[src/rtl/dmc_map.vh]
/*
  Constants for the dimmer channel control block: codes, levels and timing counts.
  Assumes a 125 MHz system clock and levels held as whole percent from 0 to 100.
*/
// Summary of operation
// RQ1: Function selects disabled, dimmer or staircase; staircase allows only the lock feature.
// RQ2: Dimmer function offers scene, automatic, slumber and lock; staircase keeps lock.
// RQ3: Disabled state reporting never sends either state output.
// RQ4: Read-only reporting sends state outputs only when a read is requested.
// RQ5: On/off state sends OFF on reaching 0%, ON on leaving 0%.
// RQ6: Brightness state sends on 1% change or fade end, at least 1 s apart.
// RQ7: Cyclic mode sends on change and again every configured cycle interval.
// RQ8: On/off state is one bit; brightness state is an 8-bit percentage.
// RQ9: Bus power loss leaves the output alone or fades to a configured level.
// RQ10: Every restart applies no reaction, a fixed level, or the pre-failure level.
// RQ11: Active automatic mode drives brightness from automatic set-values.
// RQ12: Manual commands override automatic mode and restart the fallback timer.
// RQ13: After the fallback time expires, automatic set-values are obeyed again.
// RQ14: Automatic-activate switches automatic mode anytime and reports its state.
// RQ15: Slumber offers two fade durations each for switching on and off.
// RQ16: Scenes numbered 1 to 16 are supported when the scene feature is on.
// RQ17: ON while off: no reaction, fixed ON level, or last level before off.
// RQ18: ON while on: no reaction, fixed ON level, or fixed level if higher.
// RQ19: Fade time is for a full 0-100% sweep; shorter moves take proportionally less.
// RQ20: OFF gives no reaction or a fade to the OFF level with the OFF fade time.
// RQ21: Enabled second OFF switches fully off only within 1 s of the first.
// RQ22: First OFF at or below the OFF level switches off immediately.
// RQ23: Day/night input: ON selects day, OFF night; day after every restart.
// RQ24: Fade steps linearly at a rate from the fade time; zero fade is immediate.
// RQ25: A new brightness command aborts a running fade and starts a fresh one.
`ifndef DMC_MAP_VH
`define DMC_MAP_VH

`define DMC_CLK_NS        8
`define DMC_TICK_NS       10000000
// Written out at the counter width so that no parameter takes a wider integer.
`define DMC_TICK_CYC      21'h1312D0
`define DMC_TICKS_PER_S   7'h64
`define DMC_GAP_TICKS     7'h65
`define DMC_OFF2_TICKS    7'h64

`define DMC_FN_OFF        2'h0
`define DMC_FN_DIM        2'h1
`define DMC_FN_STAIR      2'h2

`define DMC_SEND_NONE     2'h0
`define DMC_SEND_READ     2'h1
`define DMC_SEND_CHG      2'h2
`define DMC_SEND_CYC      2'h3

`define DMC_BEH_NONE      2'h0
`define DMC_BEH_FIX       2'h1
`define DMC_BEH_ALT       2'h2

`define DMC_LVL_FULL      8'h64
`define DMC_SCENE_COUNT   6'h10

`endif

[src/rtl/dmc_fade.v]
/*
  Linear fade engine: moves the level one percent per fade_s ticks of 10 ms.
  Assumes fade_s is the time in seconds of a full 0-100% sweep.
*/
`include "dmc_map.vh"

module dmc_fade (
  input  wire       clock,
  input  wire       reset_n,
  input  wire       tick,
  input  wire       load,
  input  wire [7:0] target,
  input  wire [15:0] fade_s,
  output reg  [7:0] level_q,
  output reg        busy_q,
  output reg        done_q
);
  reg [7:0]  tgt_q;
  reg [15:0] cnt_q;
  reg [15:0] span_q;
  wire [7:0] next_w = (level_q < tgt_q) ? level_q + 8'h01 : level_q - 8'h01;

  always @(posedge clock) begin
    done_q <= 1'b0;
    if (!reset_n) begin
      level_q <= 8'h00;
      tgt_q   <= 8'h00;
      cnt_q   <= 16'h0000;
      span_q  <= 16'h0000;
      busy_q  <= 1'b0;
    end else if (load) begin
      tgt_q  <= target; // RQ25
      span_q <= fade_s;
      cnt_q  <= 16'h0000;
      if (fade_s == 16'h0000 || target == level_q) begin
        level_q <= target; // RQ24
        busy_q  <= 1'b0;
        done_q  <= 1'b1;
      end else begin
        busy_q <= 1'b1;
      end
    end else if (busy_q && tick) begin
      // One second per sweep equals one 10 ms tick per percent step.
      if (cnt_q + 16'h0001 >= span_q) begin // RQ19
        cnt_q   <= 16'h0000;
        level_q <= next_w; // RQ24
        if (next_w == tgt_q) begin
          busy_q <= 1'b0;
          done_q <= 1'b1;
        end
      end else begin
        cnt_q <= cnt_q + 16'h0001;
      end
    end
  end
endmodule // dmc_fade

[src/rtl/dmc_tick.v]
/*
  Time base for the dimmer channel: a 10 ms enable pulse and a 1 s enable pulse.
  Assumes one free-running clock; the 10 ms count is a parameter for short simulations.
*/
`include "dmc_map.vh"

module dmc_tick #(
  parameter [20:0] TICK_CYC = `DMC_TICK_CYC
) (
  input  wire clock,
  input  wire reset_n,
  output reg  tick_q,
  output reg  sec_q
);
  reg [20:0] cnt_q;
  reg [6:0]  sub_q;

  always @(posedge clock) begin
    tick_q <= 1'b0;
    sec_q  <= 1'b0;
    if (!reset_n) begin
      cnt_q <= 21'h000000;
      sub_q <= 7'h00;
    end else if (cnt_q == TICK_CYC - 21'h000001) begin
      cnt_q  <= 21'h000000;
      tick_q <= 1'b1;
      if (sub_q == `DMC_TICKS_PER_S - 7'h01) begin
        sub_q <= 7'h00;
        sec_q <= 1'b1;
      end else begin
        sub_q <= sub_q + 7'h01;
      end
    end else begin
      cnt_q <= cnt_q + 21'h000001;
    end
  end
endmodule // dmc_tick

[src/rtl/dmc_top.v]
/*
  Control of one dimmer channel: switch, scene, slumber, override and automatic
  commands set a target, a fade engine moves the level, state reports go out as pulses.
  Assumes every input is synchronous to clock and command valids are one-cycle pulses.
*/
`include "dmc_map.vh"

module dmc_top #(
  parameter [20:0] TICK_CYC = `DMC_TICK_CYC
) (
  input  wire        clock,
  input  wire        reset_n,
  input  wire [1:0]  cfg_function,
  input  wire        cfg_scene_en,
  input  wire        cfg_auto_en,
  input  wire        cfg_slumber_en,
  input  wire        cfg_lock_en,
  input  wire [1:0]  cfg_send_mode,
  input  wire [15:0] cfg_cycle_s,
  input  wire        cfg_fail_dim,
  input  wire [7:0]  cfg_fail_level,
  input  wire [1:0]  cfg_return_mode,
  input  wire [7:0]  cfg_return_level,
  input  wire [1:0]  cfg_on_off_beh,
  input  wire [1:0]  cfg_on_on_beh,
  input  wire [7:0]  cfg_on_level,
  input  wire [7:0]  cfg_night_on_level,
  input  wire [15:0] cfg_on_fade_s,
  input  wire        cfg_off_dim,
  input  wire [7:0]  cfg_off_level,
  input  wire [7:0]  cfg_night_off_level,
  input  wire [15:0] cfg_off_fade_s,
  input  wire        cfg_off2_en,
  input  wire [15:0] cfg_fallback_s,
  input  wire [15:0] cfg_slp_on_fade0_s,
  input  wire [15:0] cfg_slp_on_fade1_s,
  input  wire [15:0] cfg_slp_off_fade0_s,
  input  wire [15:0] cfg_slp_off_fade1_s,
  input  wire        restart,
  input  wire        bus_fail,
  input  wire        sw_valid,
  input  wire        sw_value,
  input  wire        scene_valid,
  input  wire [5:0]  scene_num,
  input  wire [7:0]  scene_level,
  input  wire        slumber_valid,
  input  wire        slumber_on,
  input  wire        slumber_sel,
  input  wire        ovr_valid,
  input  wire [7:0]  ovr_level,
  input  wire [15:0] ovr_fade_s,
  input  wire        auto_act_valid,
  input  wire        auto_act_value,
  input  wire        auto_val_valid,
  input  wire [7:0]  auto_val,
  input  wire        day_night_valid,
  input  wire        day_night_value,
  input  wire        read_req,
  output wire        avail_scene,
  output wire        avail_auto,
  output wire        avail_slumber,
  output wire        avail_lock,
  output wire [7:0]  level,
  output wire        fading,
  output reg         night_q,
  output reg         auto_on_q,
  output reg         ovr_q,
  output reg         auto_st_send_q,
  output reg         st_sw_send_q,
  output reg         st_sw_value_q,
  output reg         st_val_send_q,
  output reg  [7:0]  st_val_value_q
);
  function [7:0] dmc_clip;
    input [7:0] v;
    dmc_clip = (v > `DMC_LVL_FULL) ? `DMC_LVL_FULL : v;
  endfunction

  wire dim_fn   = (cfg_function == `DMC_FN_DIM);
  wire stair_fn = (cfg_function == `DMC_FN_STAIR);
  assign avail_scene   = dim_fn & cfg_scene_en; // RQ2
  assign avail_auto    = dim_fn & cfg_auto_en; // RQ2
  assign avail_slumber = dim_fn & cfg_slumber_en; // RQ2
  assign avail_lock    = (dim_fn | stair_fn) & cfg_lock_en; // RQ1

  wire tick_w;
  wire sec_w;
  wire fade_done_w;
  wire [7:0] lvl_w;
  reg        ld;
  reg  [7:0] ld_tgt;
  reg  [15:0] ld_fade;
  reg        man;
  reg        off_first;
  reg        off_second;

  dmc_tick #(.TICK_CYC(TICK_CYC)) u_tick (
    .clock   (clock),
    .reset_n (reset_n),
    .tick_q  (tick_w),
    .sec_q   (sec_w)
  );

  dmc_fade u_fade (
    .clock   (clock),
    .reset_n (reset_n),
    .tick    (tick_w),
    .load    (ld),
    .target  (ld_tgt),
    .fade_s  (ld_fade),
    .level_q (lvl_w),
    .busy_q  (fading),
    .done_q  (fade_done_w)
  );
  assign level = lvl_w;

  reg [7:0]  last_on_q;
  reg [7:0]  saved_q;
  reg [6:0]  off_win_q;
  reg [15:0] fb_cnt_q;

  wire [7:0] on_lvl  = dmc_clip(night_q ? cfg_night_on_level : cfg_on_level);
  wire [7:0] off_lvl = dmc_clip(night_q ? cfg_night_off_level : cfg_off_level);
  wire scene_ok = avail_scene & scene_valid & (scene_num < `DMC_SCENE_COUNT); // RQ16
  wire slp_ok   = avail_slumber & slumber_valid;
  wire auto_ok  = avail_auto & auto_on_q & ~ovr_q & auto_val_valid; // RQ11

  // Command arbitration; a restart or power event outranks telegrams in the same cycle.
  always @* begin
    ld         = 1'b0;
    ld_tgt     = lvl_w;
    ld_fade    = 16'h0000;
    man        = 1'b0;
    off_first  = 1'b0;
    off_second = 1'b0;
    if (restart) begin
      case (cfg_return_mode) // RQ10
        `DMC_BEH_FIX: begin
          ld      = 1'b1;
          ld_tgt  = dmc_clip(cfg_return_level);
          ld_fade = cfg_on_fade_s;
        end
        `DMC_BEH_ALT: begin
          ld      = 1'b1;
          ld_tgt  = saved_q;
          ld_fade = cfg_on_fade_s;
        end
        default: ld = 1'b0;
      endcase
    end else if (bus_fail) begin
      if (cfg_fail_dim) begin // RQ9
        ld      = 1'b1;
        ld_tgt  = dmc_clip(cfg_fail_level);
        ld_fade = cfg_off_fade_s;
      end
    end else if (dim_fn && sw_valid) begin
      man = 1'b1; // RQ12
      if (sw_value) begin
        ld_fade = cfg_on_fade_s;
        if (lvl_w == 8'h00) begin
          case (cfg_on_off_beh) // RQ17
            `DMC_BEH_FIX: begin
              ld     = 1'b1;
              ld_tgt = on_lvl;
            end
            `DMC_BEH_ALT: begin
              ld     = 1'b1;
              ld_tgt = (last_on_q == 8'h00) ? on_lvl : last_on_q;
            end
            default: ld = 1'b0;
          endcase
        end else begin
          case (cfg_on_on_beh) // RQ18
            `DMC_BEH_FIX: begin
              ld     = 1'b1;
              ld_tgt = on_lvl;
            end
            `DMC_BEH_ALT: begin
              ld     = (on_lvl > lvl_w);
              ld_tgt = on_lvl;
            end
            default: ld = 1'b0;
          endcase
        end
      end else if (cfg_off2_en && off_win_q != 7'h00) begin
        off_second = 1'b1;
        ld         = 1'b1; // RQ21
        ld_tgt     = 8'h00;
      end else begin
        off_first = 1'b1;
        if (lvl_w <= off_lvl) begin
          ld     = 1'b1; // RQ22
          ld_tgt = 8'h00;
        end else if (cfg_off_dim) begin
          ld      = 1'b1; // RQ20
          ld_tgt  = off_lvl;
          ld_fade = cfg_off_fade_s;
        end
      end
    end else if (scene_ok) begin
      man     = avail_auto;
      ld      = 1'b1;
      ld_tgt  = dmc_clip(scene_level);
      ld_fade = cfg_on_fade_s;
    end else if (slp_ok) begin
      man    = avail_auto;
      ld     = 1'b1;
      ld_tgt = slumber_on ? on_lvl : 8'h00;
      if (slumber_on) begin
        ld_fade = slumber_sel ? cfg_slp_on_fade1_s : cfg_slp_on_fade0_s; // RQ15
      end else begin
        ld_fade = slumber_sel ? cfg_slp_off_fade1_s : cfg_slp_off_fade0_s; // RQ15
      end
    end else if (dim_fn && ovr_valid) begin
      man     = 1'b1;
      ld      = 1'b1; // RQ25
      ld_tgt  = dmc_clip(ovr_level);
      ld_fade = ovr_fade_s;
    end else if (auto_ok) begin
      ld      = 1'b1; // RQ11
      ld_tgt  = dmc_clip(auto_val);
      ld_fade = cfg_on_fade_s;
    end
  end

  // Remembered levels and the second-OFF window.
  always @(posedge clock) begin
    if (!reset_n) begin
      last_on_q <= 8'h00;
      saved_q   <= 8'h00;
      off_win_q <= 7'h00;
    end else begin
      if (off_first && lvl_w != 8'h00) begin
        last_on_q <= lvl_w;
      end
      if (bus_fail && !restart) begin
        saved_q <= lvl_w;
      end
      if (off_first) begin
        off_win_q <= `DMC_OFF2_TICKS; // RQ21
      end else if (off_second || restart) begin
        off_win_q <= 7'h00;
      end else if (tick_w && off_win_q != 7'h00) begin
        off_win_q <= off_win_q - 7'h01;
      end
    end
  end

  // Day/night selection; a restart forces day mode.
  always @(posedge clock) begin
    if (!reset_n) begin
      night_q <= 1'b0;
    end else if (restart) begin
      night_q <= 1'b0; // RQ23
    end else if (dim_fn && day_night_valid) begin
      night_q <= ~day_night_value; // RQ23
    end
  end

  // Automatic mode and its manual-override fallback timer.
  always @(posedge clock) begin
    auto_st_send_q <= 1'b0;
    if (!reset_n) begin
      auto_on_q <= 1'b0;
      ovr_q     <= 1'b0;
      fb_cnt_q  <= 16'h0000;
    end else if (!avail_auto) begin
      auto_on_q <= 1'b0;
      ovr_q     <= 1'b0;
    end else begin
      if (auto_act_valid) begin
        auto_on_q      <= auto_act_value; // RQ14
        auto_st_send_q <= 1'b1; // RQ14
        if (auto_act_value) begin
          ovr_q <= 1'b0;
        end
      end
      if (man && auto_on_q) begin
        ovr_q    <= 1'b1; // RQ12
        fb_cnt_q <= cfg_fallback_s; // RQ12
      end else if (ovr_q && sec_w) begin
        if (fb_cnt_q <= 16'h0001) begin
          ovr_q <= 1'b0; // RQ13
        end
        if (fb_cnt_q != 16'h0000) begin
          fb_cnt_q <= fb_cnt_q - 16'h0001;
        end
      end
    end
  end

  // State reporting.
  reg        was_zero_q;
  reg [7:0]  sent_q;
  reg        val_pend_q;
  reg [6:0]  gap_q;
  reg [15:0] cyc_q;

  wire rep_on   = (cfg_function != `DMC_FN_OFF) && (cfg_send_mode != `DMC_SEND_NONE); // RQ3
  wire chg_mode = (cfg_send_mode == `DMC_SEND_CHG) || (cfg_send_mode == `DMC_SEND_CYC);
  wire is_zero  = (lvl_w == 8'h00);
  wire rd_now   = rep_on & read_req; // RQ4
  wire cyc_now  = rep_on & (cfg_send_mode == `DMC_SEND_CYC) & sec_w & (cyc_q <= 16'h0001);
  wire sw_chg   = rep_on & chg_mode & (is_zero != was_zero_q); // RQ5
  wire val_chg  = (lvl_w != sent_q) | fade_done_w;
  wire val_now  = rep_on & chg_mode & (val_pend_q | val_chg) & (gap_q == 7'h00);

  always @(posedge clock) begin
    st_sw_send_q  <= 1'b0;
    st_val_send_q <= 1'b0;
    if (!reset_n) begin
      was_zero_q     <= 1'b1;
      sent_q         <= 8'h00;
      val_pend_q     <= 1'b0;
      gap_q          <= 7'h00;
      cyc_q          <= 16'h0000;
      st_sw_value_q  <= 1'b0;
      st_val_value_q <= 8'h00;
    end else begin
      was_zero_q <= is_zero;
      if (sw_chg || rd_now || cyc_now) begin
        st_sw_send_q  <= 1'b1; // RQ8
        st_sw_value_q <= ~is_zero; // RQ5
      end
      if (cfg_send_mode != `DMC_SEND_CYC) begin
        cyc_q <= cfg_cycle_s;
      end else if (sec_w) begin
        cyc_q <= (cyc_q <= 16'h0001) ? cfg_cycle_s : cyc_q - 16'h0001; // RQ7
      end
      if (val_now || rd_now || cyc_now) begin
        st_val_send_q  <= 1'b1; // RQ8
        st_val_value_q <= lvl_w;
        sent_q         <= lvl_w;
        val_pend_q     <= 1'b0;
      end else if (chg_mode && val_chg) begin
        val_pend_q <= 1'b1;
      end
      // One tick extra keeps the spacing at or above a full second.
      if (val_now) begin
        gap_q <= `DMC_GAP_TICKS; // RQ6
      end else if (tick_w && gap_q != 7'h00) begin
        gap_q <= gap_q - 7'h01;
      end
    end
  end
endmodule // dmc_top

[config.mk]
export PLATFORM = sky130hd
export DESIGN_NAME = dmc_top
export DESIGN_NICKNAME = d
export VERILOG_FILES = /design/src/rtl/dmc_fade.v /design/src/rtl/dmc_tick.v /design/src/rtl/dmc_top.v
export VERILOG_INCLUDE_DIRS = /design/src /design/src/rtl
export SDC_FILE = /design/constraint.sdc
export NUM_CORES = 1
export LEC_CHECK = 0
export BUFFER_PORTS_ARGS = -buffer_cell sky130_fd_sc_hd__buf_2
export CORE_UTILIZATION = 35
export CTS_BUF_LIST = sky130_fd_sc_hd__clkbuf_2
export CTS_CLUSTER_SIZE = 12
export DETAILED_ROUTE_END_ITERATION = 7
export PLACE_DENSITY = 0.65
export SYNTH_ARGS = -nofsm -noshare
export SYNTH_HDL_FRONTEND = slang
export SYNTH_HIERARCHICAL = 1
export SYNTH_SLANG_ARGS = --single-unit
[constraint.sdc]
create_clock -name clock -period 4.6 [get_ports clock]
set_clock_uncertainty 0.1 [all_clocks]
set_input_delay 0.46 -clock clock [delete_from_list [all_inputs] [get_ports clock]]
set_output_delay 0.46 -clock clock [all_outputs]
set_load 0.01 [all_outputs]
# --- Word level (Yosys, flattened, before mapping) ---
# Index checks and enable logic that the tools add are counted.
# Widths: inputs -> output; s select.
word_totals:
  ramBits: 0
  inputBits: 256
  output_inout_bits: 28
  rom_bits: 0
  regBits: 159
  mem_count: 0
  word_cells: 260
  latch_bits: 0
op_classes:
  bitwise_logic: 25
  n_mul: 0
  n_reduce_logical: 53
  div: 0
  addsub: 9
  n_lt_le_gt_ge: 14
  eq_ne: 18
  mux: 113
  n_shift: 0
ops:
  columns: ["operator", "n"]
  rows:
  - ["$mux 16", 23]
  - ["$mux 8", 30]
  - ["$gt 8x7->1 const B", 7]
  - ["$mux 1", 51]
  - ["$mux 7", 6]
  - ["$le 16x1->1 const B", 2]
  - ["$pmux 8 s2", 2]
  - ["$sub 16x1->16 const B", 2]
  - ["$add 21x1->21 const B", 1]
  - ["$eq 21x21->1 const B", 1]
  - ["$and 1x1->1", 18]
  - ["$reduce_bool 2->1", 9]
  - ["$add 16x1->16 const B", 1]
  - ["$eq 8x8->1", 2]
  - ["$ge 16x16->1", 1]
  - ["$logic_not 16->1", 1]
  - ["$logic_not 8->1", 2]
  - ["$reduce_bool 16->1", 1]
  - ["$reduce_or 2->1", 8]
  - ["$reduce_bool 7->1", 2]
  - ["$sub 7x1->7 const B", 2]
  - ["$logic_and 1x1->1", 13]
  - ["$eq 2x2->1 const B", 6]
  - ["$reduce_and 3->1", 3]
  - ["23 further kinds", 38]

# --- Logic depth before layout (Yosys ltp) ---
# Gate-level depths: netlist of the first run.
logic_depth:
  word_depth: 16
  depth_mapped: 19
  ltp_nobuf: 17

# --- Modules after synthesis ---
# Netlist of the first run, hierarchy kept.
by_module_without_submodules:
  columns: ["mod", "area_per_inst_um2", "cells_per_inst", "seq_area_each_um2", "n_inst"]
  rows:
  - ["dmc_top", 7380.8, 999, 1581.5, 1]
  - ["dmc_fade", 3260.6, 391, 1001.0, 1]
  - ["dmc_tick", 1330.0, 149, 600.6, 1]

# --- Worst setup path before layout of the first run ---
# Ideal clock, no wire load.
synth_path:
  path_kind: "input -> register"
  from: "input cfg_off_level[0]"
  to: "register u_fade.level_q[3]"
  n_path_buf: 1
  setup_slack_ns: -0.001
  cell_stages: 18
  t_arrival_ns: 4.370
  required_ns: 4.368
  setup_time_ns: 0.132
  cell_sequence: "o21a_1 -> o311a_1 -> nor3_1 -> nand2_1 -> ha_1 -> nor2b_1 -> o211ai_1 -> a21oi_1 -> o21a_1 -> a32o_1 -> buf_2 -> a221o_1 -> nor4_1 -> a41oi_1 -> o21ai_1 -> o21ai_1 -> and3b_1 -> nor3_1"
synth_via:
  elab_chain_cells: 14
  word_cells_on_any_way: 32
  cone_classes: "2 x order compare; 2 x eq/ne; 23 x mux; 5 x reduce/logical"
synth_lines:
  columns: ["item", "line_no", "rtl"]
  rows:
  - ["start: declaration", "dmc_top.v:30", "input wire [7:0] cfg_off_level,"]
  - ["$mux 8 *", "dmc_top.v:123", "wire [7:0] off_lvl = dmc_clip(night_q ? cfg_night_off_level : cfg_off_level);"]
  - ["$gt 8x7->1 (no source line)", null, null]
  - ["$mux 8 *", "dmc_top.v:76", "dmc_clip = (v > `DMC_LVL_FULL) ? `DMC_LVL_FULL : v;"]
  - ["$le 8x8->1 *", "dmc_top.v:191", "if (lvl_w <= off_lvl) begin"]
  - ["$mux 16 *", "dmc_top.v:191", null]
  - ["$mux 16 *", "dmc_top.v:185", "end else if (cfg_off2_en && off_win_q != 7'h00) begin"]
  - ["$mux 16 *", "dmc_top.v:158", "if (sw_value) begin"]
  - ["$mux 16 *", "dmc_top.v:156", "end else if (dim_fn && sw_valid) begin"]
  - ["$mux 16 *", "dmc_top.v:150", "end else if (bus_fail) begin"]
  - ["$mux 16 *", "dmc_top.v:136", "if (restart) begin"]
  - ["named net ld_fade[10]", "dmc_top.v:92", "reg [15:0] ld_fade;"]
  - ["$logic_not 16->1 *", "dmc_fade.v:35", "if (fade_s == 16'h0000 || target == level_q) begin"]
  - ["$logic_or 1x1->1 *", "dmc_fade.v:35", null]
  - ["$ne 2x1->1 (no source line) *", null, null]
  - ["$reduce_and 3->1 (no source line) *", null, null]
  - ["end signal: assignment", "dmc_fade.v:36", "level_q <= target;"]
  - ["end signal: assignment", "dmc_fade.v:46", "level_q <= next_w;"]
  - ["end: declaration", "dmc_fade.v:14", "output reg [7:0] level_q,"]
# The timed path passes the listed nets; every way through them passes the cells marked *. The select of a mux whose other input is x is not followed.
# A chain may end at the register's enable or synchronous reset.

# --- Worst setup path after layout of the first run ---
layout_path:
  from: "register night_q"
  to: "register u_fade.level_q[7]"
layout_via:
  elab_chain_cells: 14
  word_cells_on_any_way: 45
  cone_classes: "4 x order compare; 2 x eq/ne; 34 x mux; 5 x reduce/logical"
layout_lines:
  columns: ["item", "line_no", "rtl"]
  rows:
  - ["start: declaration", "dmc_top.v:65", "output reg night_q,"]
  - ["start signal: assignment", "dmc_top.v:256", "night_q <= ~day_night_value;"]
  - ["$mux 8 *", "dmc_top.v:123", null]
  - ["$gt 8x7->1 (no source line)", null, null]
  - ["$mux 8 *", "dmc_top.v:76", null]
  - ["$le 8x8->1 *", "dmc_top.v:191", null]
  - ["$mux 16 *", "dmc_top.v:191", null]
  - ["$mux 16 *", "dmc_top.v:185", null]
  - ["$mux 16 *", "dmc_top.v:158", null]
  - ["$mux 16 *", "dmc_top.v:156", null]
  - ["$mux 16 *", "dmc_top.v:150", null]
  - ["$mux 16 *", "dmc_top.v:136", null]
  - ["named net ld_fade[7]", "dmc_top.v:92", null]
  - ["$logic_not 16->1 *", "dmc_fade.v:35", null]
  - ["$logic_or 1x1->1 *", "dmc_fade.v:35", null]
  - ["$ne 2x1->1 (no source line) *", null, null]
  - ["$reduce_and 3->1 (no source line) *", null, null]
# Marked as above.

==> metrics.txt, run 1 <==
Synth cell types 101; share of the synthesized area in the top cell type 26.59%; crit path capture type flip-flop; Static Leak 6.328 nW; # clock sinks 159; Ys Warns 6; largest family of logic cells by synthesized area simple AND/OR/NAND/NOR gates; Max Fclk 226.5 MHz; CP Class flip-flop to flip-flop; number of buffers added on ports 279; minimum hold slack 0.07286 ns; WP data required 5.23 ns; Die Area 34,950 um^2; Post-Syn Nets 1,861; post-synthesis simple-gate area fraction 24.92%; CTS buffer count 17; fin crit period 4.415 ns; max cap viols 0; Compound-Gate Fraction of Synth Area 24.27%; Slew @ Worst Pin 1.308 ns; crit path DAT 5.05 ns; drt initial violations 923; async set-or-reset flop fraction in the synthesized netlist 0%; post-synthesis register bit count 159; Total Routing Usage GR 24.59%; post-synthesis mux area share 6.480%; Final Hold Fails 0; post-route total power 0.005072 W; Synth Area in Adders 6.961%; maximum clock insertion buffer count 2; # IOs 284; H-Tree Depth 4; crit share post-route 95.98%; VDD IR max 0.1864 mV; vias per inst 5.665; Setup violations, final 0; xor/xnor share of the synthesized area 5.717%; status finished, final reports clean; top_reg_cell synth dfxtp_1; crit path max fanout 8; share of layout cells above drive strength 1 23.88%; wire per inst 18.82 um; max-slew violation count 0; HPWL after DPL 33.93 mm; startpoint types flip-flop; gp weighted congestion 1.018; reg2reg setup slack 0.19 ns; ANT nets after route 0; Synth area leaders dfxtp_1 (27%), ha_1 (6.8%), a21oi_1 (5.8%); drt pass-1 iters 5; Starting Density 35.61%; slowest stage cell, crit path dfxtp_4; EDFF count, synth 0; post-synthesis cell count 1,539; Seq/Total Area, Yosys 26.59%; post-synth top area cell dfxtp_1; root buffer cell clkbuf_2; ordered list of cells on the worst path nor2b_2, nor2_1, nor3_2, nand2_1, ha_1, nor2b_1, o211ai_1, a21oi_2, o21a_2, a32o_2, a221o_1, nor4_2, buf_4, a41oi_2, o21ai_1, o21ai_1, buf_4, a211oi_1, a31o_1; Mapped Avg Cell Area 7.779 um^2; initial antenna violation count 5; slowest stage delay, CP 0.46 ns; setup TNS 0 ns; Clk pin slew, worst setup/hold paths 0.27 ns; net count reported at finish 2,215; Core ar. 33,620 um^2; CTS tree done; routed via count 13,360; largest net degree at the start of global routing 55; Clock Latency Late Sink 0.79 ns; total grt overflow 0; Chip Width 186.9 um; Area growth syn-to-layout 25.71%; Slew headroom 12.45%; row count 67; Pwr Density 337.0 nW/um^2; vias in the first global route 12,670; post-CTS setup buffer count 0; drt drc 0; area of the mapped netlist 11,970 um^2; RSZ-0062 raised after global routing yes; Hold Crit Class input pin to flip-flop; Die Span Y 186.9 um; global-route wire length before repair 68.66 mm; final wirelength 44.37 mm
worst max-delay path: cells and delay by family (launching register included):
family                     cells  cell delay (ns)
and+or+nand+nor                6             1.07
DFF                            1             0.46
buffers and inverters          2             0.37
AOI/OAI and AO/OA             10             2.08
adders and majority gates      1             0.29
through the flow:
step	area, um^2	std cells	setup slack [ns]	utilization, %
detailed placement	14150	2264	-0.2649	42.10
finish	15050	2358	0.1851	44.77
global placement	14150	2264	-0.1356	42.10
CTS	14950	2351	0.005346	44.47
global route	15040	2355	-0.007121	44.75
floorplan	11980	1539	0.1661	-
layout by cell type (no fill, tap or decap), types with 6 or more instances in the layout:
master,synthesis,final
nor4_1,18,15
a22oi_1,11,11
ha_1,65,65
o21ai_0,64,63
or3_1,14,14
nor2_1,143,141
xor2_1,30,30
mux2i_1,37,37
a21oi_1,139,137
or4_1,10,10
a22o_1,6,6
o221ai_1,11,11
o21ai_1,13,14
dfxtp_1,159,158
nor2b_1,16,14
clkbuf_2,1,17
nand3_1,77,77
o311ai_0,6,6
nand4_1,22,22
o31ai_1,7,6
mux4_2,16,16
nor3_1,40,39
nand2_1,164,164
o21a_1,18,17
a221o_1,17,17
nand2b_1,15,15
a211oi_1,19,19
and2_1,16,16
dlygate4sd3_1,0,57
o211ai_1,17,17
a31oi_1,26,26
xnor2_1,43,43
a21o_1,8,8
inv_1,71,71
and3_1,17,17
buf_2,16,279
buf_4,4,71
final cells by class:
cell class	instances	area, um^2
fill	3376	18570
multi-input combinational	1233	8273
sequential	159	3187
timing repair buffer	407	2500
tap	448	560.5
inverter	75	281.5
clock inverter	14	150.1
clock buffer	17	85.08
antenna	5	12.51
state kept, by name (all words and copies together) (netlist names), 7 cells and up:
signal / flops
off_win_q: 7
gap_q: 7
fb_cnt_q: 16
u_tick/sub_q: 7
u_fade/span_q: 16
cyc_q: 16
last_on_q: 8
u_fade/cnt_q: 16
saved_q: 8
sent_q: 8
u_tick/cnt_q: 21
u_fade/tgt_q: 8
u_fade/level_q: 8
where the power goes:
| group | total [W] | leakage [nW] | switching (W) | internal (W) |
|---|---|---|---|---|
| clock | 0.000794 | 0.140 | 0.000579 | 0.000215 |
| combinational | 0.00268 | 4.90 | 0.00150 | 0.00118 |
| sequential | 0.00160 | 1.29 | 0.000113 | 0.00148 |
| total | 0.00507 | 6.33 | 0.00219 | 0.00288 |
final timing paths:
check | start | endpoint | cells after the start
min reg2reg | saved_q[2] | saved_q[2] | 2
max | night_q | u_fade/level_q[7] | 19
max reg2reg | night_q | u_fade/level_q[7] | 19
min | cfg_fallback_s[15] | fb_cnt_q[15] | 4
logic make-up (layout without fill, tap and decap cells):
logic type | Yosys count | after routing
XOR/XNOR | 75 | 75
other | 2 | 7
adder cells (fa/ha/maj) | 66 | 66
AO/OA/AOI/OAI | 438 | 439
AND/OR/NAND/NOR | 594 | 594
buffers and inverters | 148 | 513
multiplexers | 57 | 57
flip-flops | 159 | 159
synthesized netlist by cell type, types with 22 or more instances:
cell type and count:
nand4_1 22, dfxtp_1 159, nor3_1 40, xnor2_1 43
a31oi_1 26, nor2_1 143, mux2i_1 37, nand3_1 77
nand2_1 164, a21oi_1 139, o21ai_0 64, ha_1 65
clkbuf_1 46, inv_1 71, xor2_1 30
per-layer routing:
metal / vias to the layer above / wire (um) / GRT usage (%)
met3: 83 / 3106 / 4.259
met4: 0 / 1348 / 8.197
met2: 562 / 20260 / 40.67
met1: 6307 / 19660 / 32.26
li1: 6407 / - / -
met5: - / 0 / 0
repair_timing:
item	4_1_cts	5_1_grt
resized for setup	0	17
endpoints found under the setup margin	0	18
hold buffers	56	1
hold endpoints to repair	47	1
(Power assumes the default switching activity.)
==> inputs of run 2 (changes only) <==
--- a/config.mk
+++ b/config.mk
@@ -8,7 +8,7 @@
 export LEC_CHECK = 0
 export BUFFER_PORTS_ARGS = -buffer_cell sky130_fd_sc_hd__buf_2
 export CORE_UTILIZATION = 35
-export CTS_BUF_LIST = sky130_fd_sc_hd__clkbuf_2
+export CTS_BUF_LIST = sky130_fd_sc_hd__clkbuf_2 sky130_fd_sc_hd__clkbuf_4 sky130_fd_sc_hd__clkbuf_8
 export CTS_CLUSTER_SIZE = 12
 export DETAILED_ROUTE_END_ITERATION = 7
 export PLACE_DENSITY = 0.65
==> run 2 against run 1 <==
Final cell count fell by 2.4%. Critical path type unchanged. Largest power group unchanged. Largest cell class unchanged. Worst setup slack improved by 0.025 ns. Total power rose by 4.7%. Count of clock-buffer cells in the layout rose by 1.
==> metrics.txt, run 2 (same netlist as run 1, synthesis figures left out) <==
Largest register FFs 21 (unchanged); Die Area 34,950 um^2 (unchanged); CTS buffer count 17 (unchanged); worst flop-to-flop path startpoint night_q; root buffer cell clkbuf_8; worst hold start cfg_fallback_s[9]; # clock sinks 159 (unchanged); crit path DAT 4.71 ns (-0.34 ns); Clk pin slew, worst setup/hold paths 0.11 ns (-0.16 ns); global-route wire length before repair 67.36 mm (-1.9%); Reg with most FFs u_tick/cnt_q; Slew @ Worst Pin 1.279 ns (-0.02923 ns); ordered list of cells on the worst path nor2b_1, nor2_1, a211oi_1, ha_1, nand3_1, nand2_1, a21o_1, o21a_2, a32o_2, buf_4, a221o_1, nor4_2, a41oi_1, o21ai_1, o21ai_1, buf_4, a211oi_1, a31o_1; vias in the first global route 12,390 (-2.2%); largest net degree at the start of global routing 55 (unchanged); max cap viols 0 (unchanged); CTS tree done; CP Class flip-flop to flip-flop; Setup violations, final 0 (unchanged); crit path capture type flip-flop; Hold Crit Class input pin to flip-flop; Slew headroom 14.41% (+2.0 points); H-Tree Depth 4 (unchanged); row count 67 (unchanged); wire per inst 18.98 um (+0.84%); FF-to-FF End u_fade/level_q[7]; Clock Latency Late Sink 0.48 ns (-0.31 ns); Worst Hold Depth 3 (-1); total grt overflow 0 (unchanged); Max Fclk 227.8 MHz (+0.56%); initial antenna violation count 3 (-2); # IOs 284 (unchanged); drt pass-1 iters 7 (+2); slowest stage cell, crit path dfxtp_4; Core ar. 33,620 um^2 (unchanged); Chip Width 186.9 um (unchanged); Final Hold Fails 0 (unchanged); crit path max fanout 8 (unchanged); most frequent cells in the layout buf_2 (279), nand2_1 (164), dfxtp_1 (158); drt drc 0 (unchanged); RSZ-0062 raised after global routing no; crit share post-route 95.44% (-0.53 points); max-slew violation count 0 (unchanged); routed via count 13,000 (-2.7%); hold path endpoint fb_cnt_q[9]; gp weighted congestion 1.018 (unchanged); reg2reg setup slack 0.21 ns (+0.02 ns); maximum clock insertion buffer count 2 (unchanged); fin worst setup slack 0.2096 ns (+0.02455 ns); vias per inst 5.650 (-0.28%); setup TNS 0 ns (unchanged); drt initial violations 1,015 (+10%); fin crit period 4.390 ns (-0.02455 ns); Starting Density 35.61% (unchanged); startpoint types flip-flop; Pwr Density 363.3 nW/um^2 (+7.8%); Total Routing Usage GR 24.18% (-0.40 points); reg2reg path depth 18 (-1); net count reported at finish 2,159 (-2.5%); slowest stage delay, CP 0.41 ns (-0.05 ns); status finished, final reports clean; Setup WS pre-CTS -0.2649 ns (unchanged); minimum hold slack 0.1519 ns (+0.07907 ns); VDD IR max 0.2126 mV (+14%); ANT nets after route 0 (unchanged); number of buffers added on ports 279 (unchanged); WP data required 4.92 ns (-0.31 ns); final wirelength 43.66 mm (-1.6%); HPWL after DPL 33.93 mm (unchanged); Static Leak 6.125 nW (-3.2%); Area growth syn-to-layout 22.03%; Die Span Y 186.9 um (unchanged); most common cell after layout, fill and taps aside buf_2; Post-Route Utilization 43.46% (-1.3 points); share of layout cells above drive strength 1 24.45% (+0.56 points)
## run 2: cell types whose count changed in the layout (fill, tap and decap cells not counted), moves of 2 or more
cell and delta:
clkbuf_2 -17, clkbuf_8 +18, dlygate4sd3_1 -57, nor4_4 -2
## run 2: worst max-delay path: cells and delay by family (launching register included)
family,cells,cell delay (ns)
compound gates,10,2.37
fa+ha+maj,1,0.34
buf+inv,2,0.38
flops,1,0.41
simple gates,5,0.73
## run 2: per-layer routing
metal | up-vias | GRT usage (%) | share of wire [%]
met4 | 0 | 8.670 | 3.1
li1 | 6288 | - | -
met2 | 531 | 39.57 | 45
met3 | 81 | 4.015 | 7.1
met1 | 6100 | 31.97 | 45
met5 | - | 0 | 0
## run 2: cell type report
class	instances	area (um^2)
diodes	4	10.01
fillers	3413	19010
flip-flops and latches	159	3187
multi-input cells	1233	8239
inverters	75	281.5
well taps	448	560.5
repair buffers	351	1937
clock buffers	18	247.7
clock inverters	13	146.4
## run 2: worst max-delay path by stage
stage          depth (start not counted)           endpoint             start  slack (ns)
2_1_floorplan                         18  u_fade/level_q[3]  cfg_off_level[0]        0.17
3_5_place_dp                          20  u_fade/level_q[4]  cfg_off_level[0]       -0.26
6_report                              18  u_fade/level_q[7]           night_q        0.21
4_1_cts                               19  u_fade/level_q[7]           night_q        0.04
5_1_grt                               20  u_fade/level_q[6]           night_q        0.03
3_3_place_gp                          20  u_fade/level_q[1]  cfg_off_level[0]       -0.14
## run 2: where the power goes
part / internal, W / switching, W
registers: 0.00148 / 0.000112
clock network: 0.000462 / 0.000614
logic: 0.00114 / 0.00150
total: 0.00308 / 0.00222
## run 2: timing repair
item | in CTS | in global routing
gates resized for setup | 0 | 11
hold buffers | 0 | 0
setup endpoints to repair | 0 | 15
setup buffers | 0 | 1
## run 2: stage by stage
step	area [um^2]	instances	total power, W
global route	14600	2298	0.005613
CTS	14550	2295	0.005282
global placement	14150	2264	0.004148
finish	14610	2301	0.005308
detailed placement	14150	2264	0.004199
floorplan	11980	1539	0.003391
